$ cat config.mk
export PLATFORM = sky130hd
export DESIGN_NAME = pin_assign_check
export DESIGN_NICKNAME = d
export VERILOG_FILES = /design/src/design/alarm_pkg.sv /design/src/design/pin_assign_check.sv
export SDC_FILE = /design/constraint.sdc
export NUM_CORES = 1
export LEC_CHECK = 0
export ABC_CLOCK_PERIOD_IN_PS = 800
export BUFFER_PORTS_ARGS = -buffer_cell sky130_fd_sc_hd__buf_4
export CORE_AREA = 2 2 69 71
export DETAILED_ROUTE_END_ITERATION = 12
export DIE_AREA = 0 0 71 73
export GPL_ROUTABILITY_DRIVEN = 1
export PLACE_DENSITY = 0.74
export SLEW_MARGIN = 20
export SYNTH_ARGS = -nofsm -noshare
export SYNTH_HDL_FRONTEND = slang
export SYNTH_SLANG_ARGS = --single-unit
$ cat constraint.sdc
create_clock -name vclk -period 0.8
set_input_delay 0.12 -clock vclk [all_inputs]
set_output_delay 0.12 -clock vclk [all_outputs]
set_load 0.005 [all_outputs]
$ cat src/design/alarm_pkg.sv
// types shared by the alarm checker modules
package alarm_pkg;

	typedef struct packed {
		logic [7:0] main_code;
		logic [7:0] sub_code;
	} alarm_code_t;

	// one general input assignment: two function slots and a logic setting
	typedef struct packed {
		logic [1:0] logic_sel;
		logic [7:0] func_b;
		logic [7:0] func_a;
	} pin_cfg_t;

endpackage

$ cat src/design/pin_assign_check.sv
// per-pin checks of input and output function assignments
`timescale 1ns/100ps
module pin_assign_check
	import alarm_pkg::*;
#(
	parameter int         N_IN         = 8,
	parameter logic [7:0] MAX_IN_FUNC  = 8'h3F,
	parameter logic [7:0] MAX_OUT_FUNC = 8'h3F
) (
	// assignments
	input  pin_cfg_t   in_cfg  [N_IN],
	input  wire  [7:0] out_func [2],
	// results
	output logic [N_IN-1:0] in_dup,
	output logic [N_IN-1:0] in_bad,
	output logic [1:0]      out_bad
);

	genvar i;
	generate
		for (i = 0; i < N_IN; i++) begin : g_in
			// two different functions on one pin
			assign in_dup[i] = (in_cfg[i].func_a != 8'h00) &&
				(in_cfg[i].func_b != 8'h00) &&
				(in_cfg[i].func_a != in_cfg[i].func_b);
			// undefined number, or a logic setting other than a or b contact
			assign in_bad[i] = (in_cfg[i].func_a > MAX_IN_FUNC) ||
				(in_cfg[i].func_b > MAX_IN_FUNC) ||
				(in_cfg[i].logic_sel > 2'h1);
		end
		for (i = 0; i < 2; i++) begin : g_out
			assign out_bad[i] = out_func[i] > MAX_OUT_FUNC;
		end
	endgenerate

endmodule // pin_assign_check

; ---- After elaboration in Yosys (flattened, before gate mapping)
; Index checks and enable logic that the tools add are counted.
; W data, S select, Z words.
[totals]
regBits = 0
latch_bits = 0
mem_bits_rw = 0
rom_bits = 0
inputBits = 160
out_inout_bits = 18
wordCells = 82
n_memories = 0
[op_classes]
addsub = 0
multipliers = 0
div_mod_pow = 0
magnitude_cmp = 26
n_eq_ne = 8
shifts = 0
n_mux = 0
bitwise = 0
reduce_logical = 48
[op_table]
columns = op, count
row1 = $gt A8 B6 Y1 const B, 18
row2 = $reduce_bool A8 Y1, 16
row3 = $ne A8 B8 Y1, 8
row4 = $gt A2 B1 Y1 const B, 8
row5 = $logic_and A1 B1 Y1, 16
row6 = $logic_or A1 B1 Y1, 16

; ---- Depth between registers and ports, before layout
[logic_depth]
depth_word = 3
ltp_mapped = 3
depth_no_buf = 3

; ---- Worst setup path after synthesis
; No wires, ideal clock.
[synth_path]
path_kind = in2out
from = input in_cfg[135] (netlist name)
to = output in_dup[0]
arrival_time_ps = 577
required_ps = 680
path_slack_ps = 103
path_stages = 3
cell_sequence = nor4_2 > nand3_1 > o211a_1
[synth_via]
elab_chain_cells = 3
elab_cells_between_ends = 4
classes_between = eq/ne: 1 / reduce/logical: 3
[synth_rtl]
columns = element, line_no
row1 = "start, declared", pin_assign_check.sv:11  ; input pin_cfg_t in_cfg [N_IN],
row2 = $reduce_bool A8 Y1, pin_assign_check.sv:24  ; (in_cfg[i].func_b != 8'h00) &&
row3 = $logic_and A1 B1 Y1, pin_assign_check.sv:23  ; assign in_dup[i] = (in_cfg[i].func_a != 8'h00) &&
row4 = $logic_and A1 B1 Y1 (*), pin_assign_check.sv:24
row5 = "end, declared", pin_assign_check.sv:14  ; output logic [N_IN-1:0] in_dup,
; Every way passes the cells marked *; elsewhere a longest branch is shown, timed or not.

; ---- Worst setup path in the final report
[layout_path]
from = input in_cfg[15] (netlist name)
to = output in_dup[7]
; Same word-level chain as after synthesis.

==> impl_metrics.csv <==
group,metric,value,unit
cells_and_area,antenna_cells_inserted,0,
floorplan,initial_utilization,0.2530,
floorplan,design.portCount,178,
global_route,gr-total-overflow,0,
logic_synthesis,synth_simple_gate_area_frac,0.4417,
setup_path,arrival,0.91,ns
global_route,grt_start_max_net_pins,4,
place,port_buffers,158,
cells_and_area,layout.cells.non_filler,386,
timing,layout_setup_ws,-0.2290,ns
power,p_per_area,517.1,nW/um2
place,dp.cells,385,
logic_synthesis,yosysUniqueCellTypes,10,
cells_and_area,drive_above_1_share,0.7922,
logic_synthesis,ys_seq_area_frac,0,
floorplan,dieArea,5183,um2
detailed_routing,route.detailed.wl_per_inst,18.66,um
power,irDropWorstVdd,407.7,uV
setup_path,path_cells,"buf_6, xnor2_2, nand4_1, o211a_1, buf_6",
cells_and_area,utilization,0.7834,
logic_synthesis,synth_xor_xnor_area_share,0.4885,
global_route,grt.total_usage,0.2415,
detailed_routing,vias,2058,
global_route,initial_antenna_violation_count,0,
logic_synthesis,synth.net_count,322,
setup_path,cp_slowest_cell,"o211a_1",
worst_hold_path,worst_hold_path_type,"in2out",
run,drv.max_cap_violation_count,0,
cells_and_area,layout_commonest_cell,"buf_4",
outcome,run_status,"finished with violations",
timing,maxSlewViolCount,0,
cells_and_area,sequential_cell_total,0,
place,post-dp-hpwl,4595,um
floorplan,num_rows,25,
cells_and_area,fill_cells,272,
floorplan,fp.coreArea,4536,um2
timing,max-slew-margin-rel,0.8075,
cells_and_area,areaGrowthSynthToFinish,209.7,%
logic_synthesis,yosys-mux-area-fraction,0,
cells_and_area,clkbuf_count,0,
logic_synthesis,yosys.area_share.adder,0,
setup_path,timing.critical_path.from_type,"primary input",
logic_synthesis,yosys_warns,0,
setup_path,critPathMaxStageDelay,0.26,ns
detailed_routing,drt_pre_antenna_iters,4,
power,totalPowerFinal,1.838,mW
setup_path,worstPathRequired,0.68,ns
logic_synthesis,synthCells,162,
timing,period_minus_slack,1.029,ns
place,replace_congestion,0.8188,
global_route,grt_pass1_vias,2264,
logic_synthesis,synth_compound_gate_area_share,0.06979,
timing,finalHoldViolations,0,
logic_synthesis,post_synth_instance_area,1147,um2
outcome,violations_in_the_final_reports,"setup timing",
timing,min_period_over_period,1.286,
timing,rsz_0062_raised_after_global_routing,"yes",
worst_hold_path,hold_depth,4,
detailed_routing,routed_via_density,5.332,
setup_path,critical_path_peak_fanout,2,
cells_and_area,most-common-layout-cells,"buf_4, buf_6, xnor2_2, nand4_1, nand2_1",
logic_synthesis,synth_top_family_by_area,"XOR/XNOR gates",
timing,worst-slew-pin-transition,0.2864,ns
floorplan,die_h,73,um
detailed_routing,detail-route-antenna-nets,0,
timing,achievable-frequency,971.8,MHz
cells_and_area,seq_area,0,um2
logic_synthesis,mapped_avg_cell_area,7.082,um2
floorplan,dieWidth,71,um
setup_path,endpoint_kind,"primary output",
timing,timing.setup.tns,-1.575,ns
setup_path,critPathKind,"in2out",
setup_path,critical-path-top-cell-by-count,"buf_6",
cells_and_area,fin_nets,494,
detailed_routing,detailed_route_wire_length,7203,um
cells_and_area,multi_input_comb_area,1867,um2
global_route,grt_first_pass_wirelength,10160,um
detailed_routing,first_iter_violations,45,
cts,cts-hold-fix-buffers,0,
power,leakagePower,1.498,nW
detailed_routing,drc,0,
timing,finalSetupViolations,9,
report_power, final:
part | internal [mW] | leakage, nW | total, mW | switching, mW
clock | 0 | 0 | 0 | 0
sequential | 0 | 0 | 0 | 0
combinational | 1.13 | 1.50 | 1.84 | 0.707
cells by family (layout without fill, tap and decap cells):
family | Yosys count | in the layout
AOI/OAI and AO/OA | 8 | 8
xor gates and xnor gates | 64 | 64
buffers and inverters | 0 | 170
and+or+nand+nor | 90 | 90
cells in the mapped netlist:
cell type | n | area [um2]
xnor2_1 | 64 | 560.5
nor4_1 | 17 | 106.4
nand2_1 | 16 | 60.06
nand4_1 | 16 | 100.1
nor2_1 | 16 | 60.06
nand3_1 | 8 | 40.04
nor3_1 | 8 | 40.04
o211a_1 | 8 | 80.08
nor4_2 | 7 | 87.58
or2_2 | 2 | 12.51
final timing paths:
check   startpoint         to
max     in_cfg[15]  in_dup[7]
min    in_cfg[107]  in_bad[2]
final cells by class:
| class | instances | area share |
|---|---|---|
| multi-input cells | 162 | 0.5254 |
| well taps | 54 | 0.01901 |
| repair buffers | 170 | 0.4556 |
routing by layer:
metal | part of all wire | global-route usage
met1 | 0.31 | 0.2437
met2 | 0.59 | 0.5161
met4 | 0.030 | 0.05660
met3 | 0.069 | 0.02762
met5 | 0 | 0
per-stage QoR:
stage                     setup slack (ns)  cell area [um2]  hold slack, ns
after floorplan                     0.1035             1147          0.3246
after global placement             -0.2205             2484          0.4900
after detailed placement           -0.2301             2484          0.4973
after CTS                          -0.1763             3306          0.4948
after global routing               -0.2706             3553          0.5015
final                              -0.2290             3553          0.4935
what timing repair did:
item | in CTS | in global routing
gates cloned | 0 | 0
endpoints found under the hold margin | 0 | 0
pin swaps | 95 | 24
setup buffers | 0 | 1
resized for setup | 149 | 47
endpoints found under the setup margin | 13 | 16
critical path: cells and delay by family:
kind,cells,cell delay (ns)
AND/OR/NAND/NOR,1,0.13
XOR/XNOR,1,0.18
AO/OA/AOI/OAI,1,0.26
buffers and inverters,2,0.22
(Power assumes the default switching activity.)
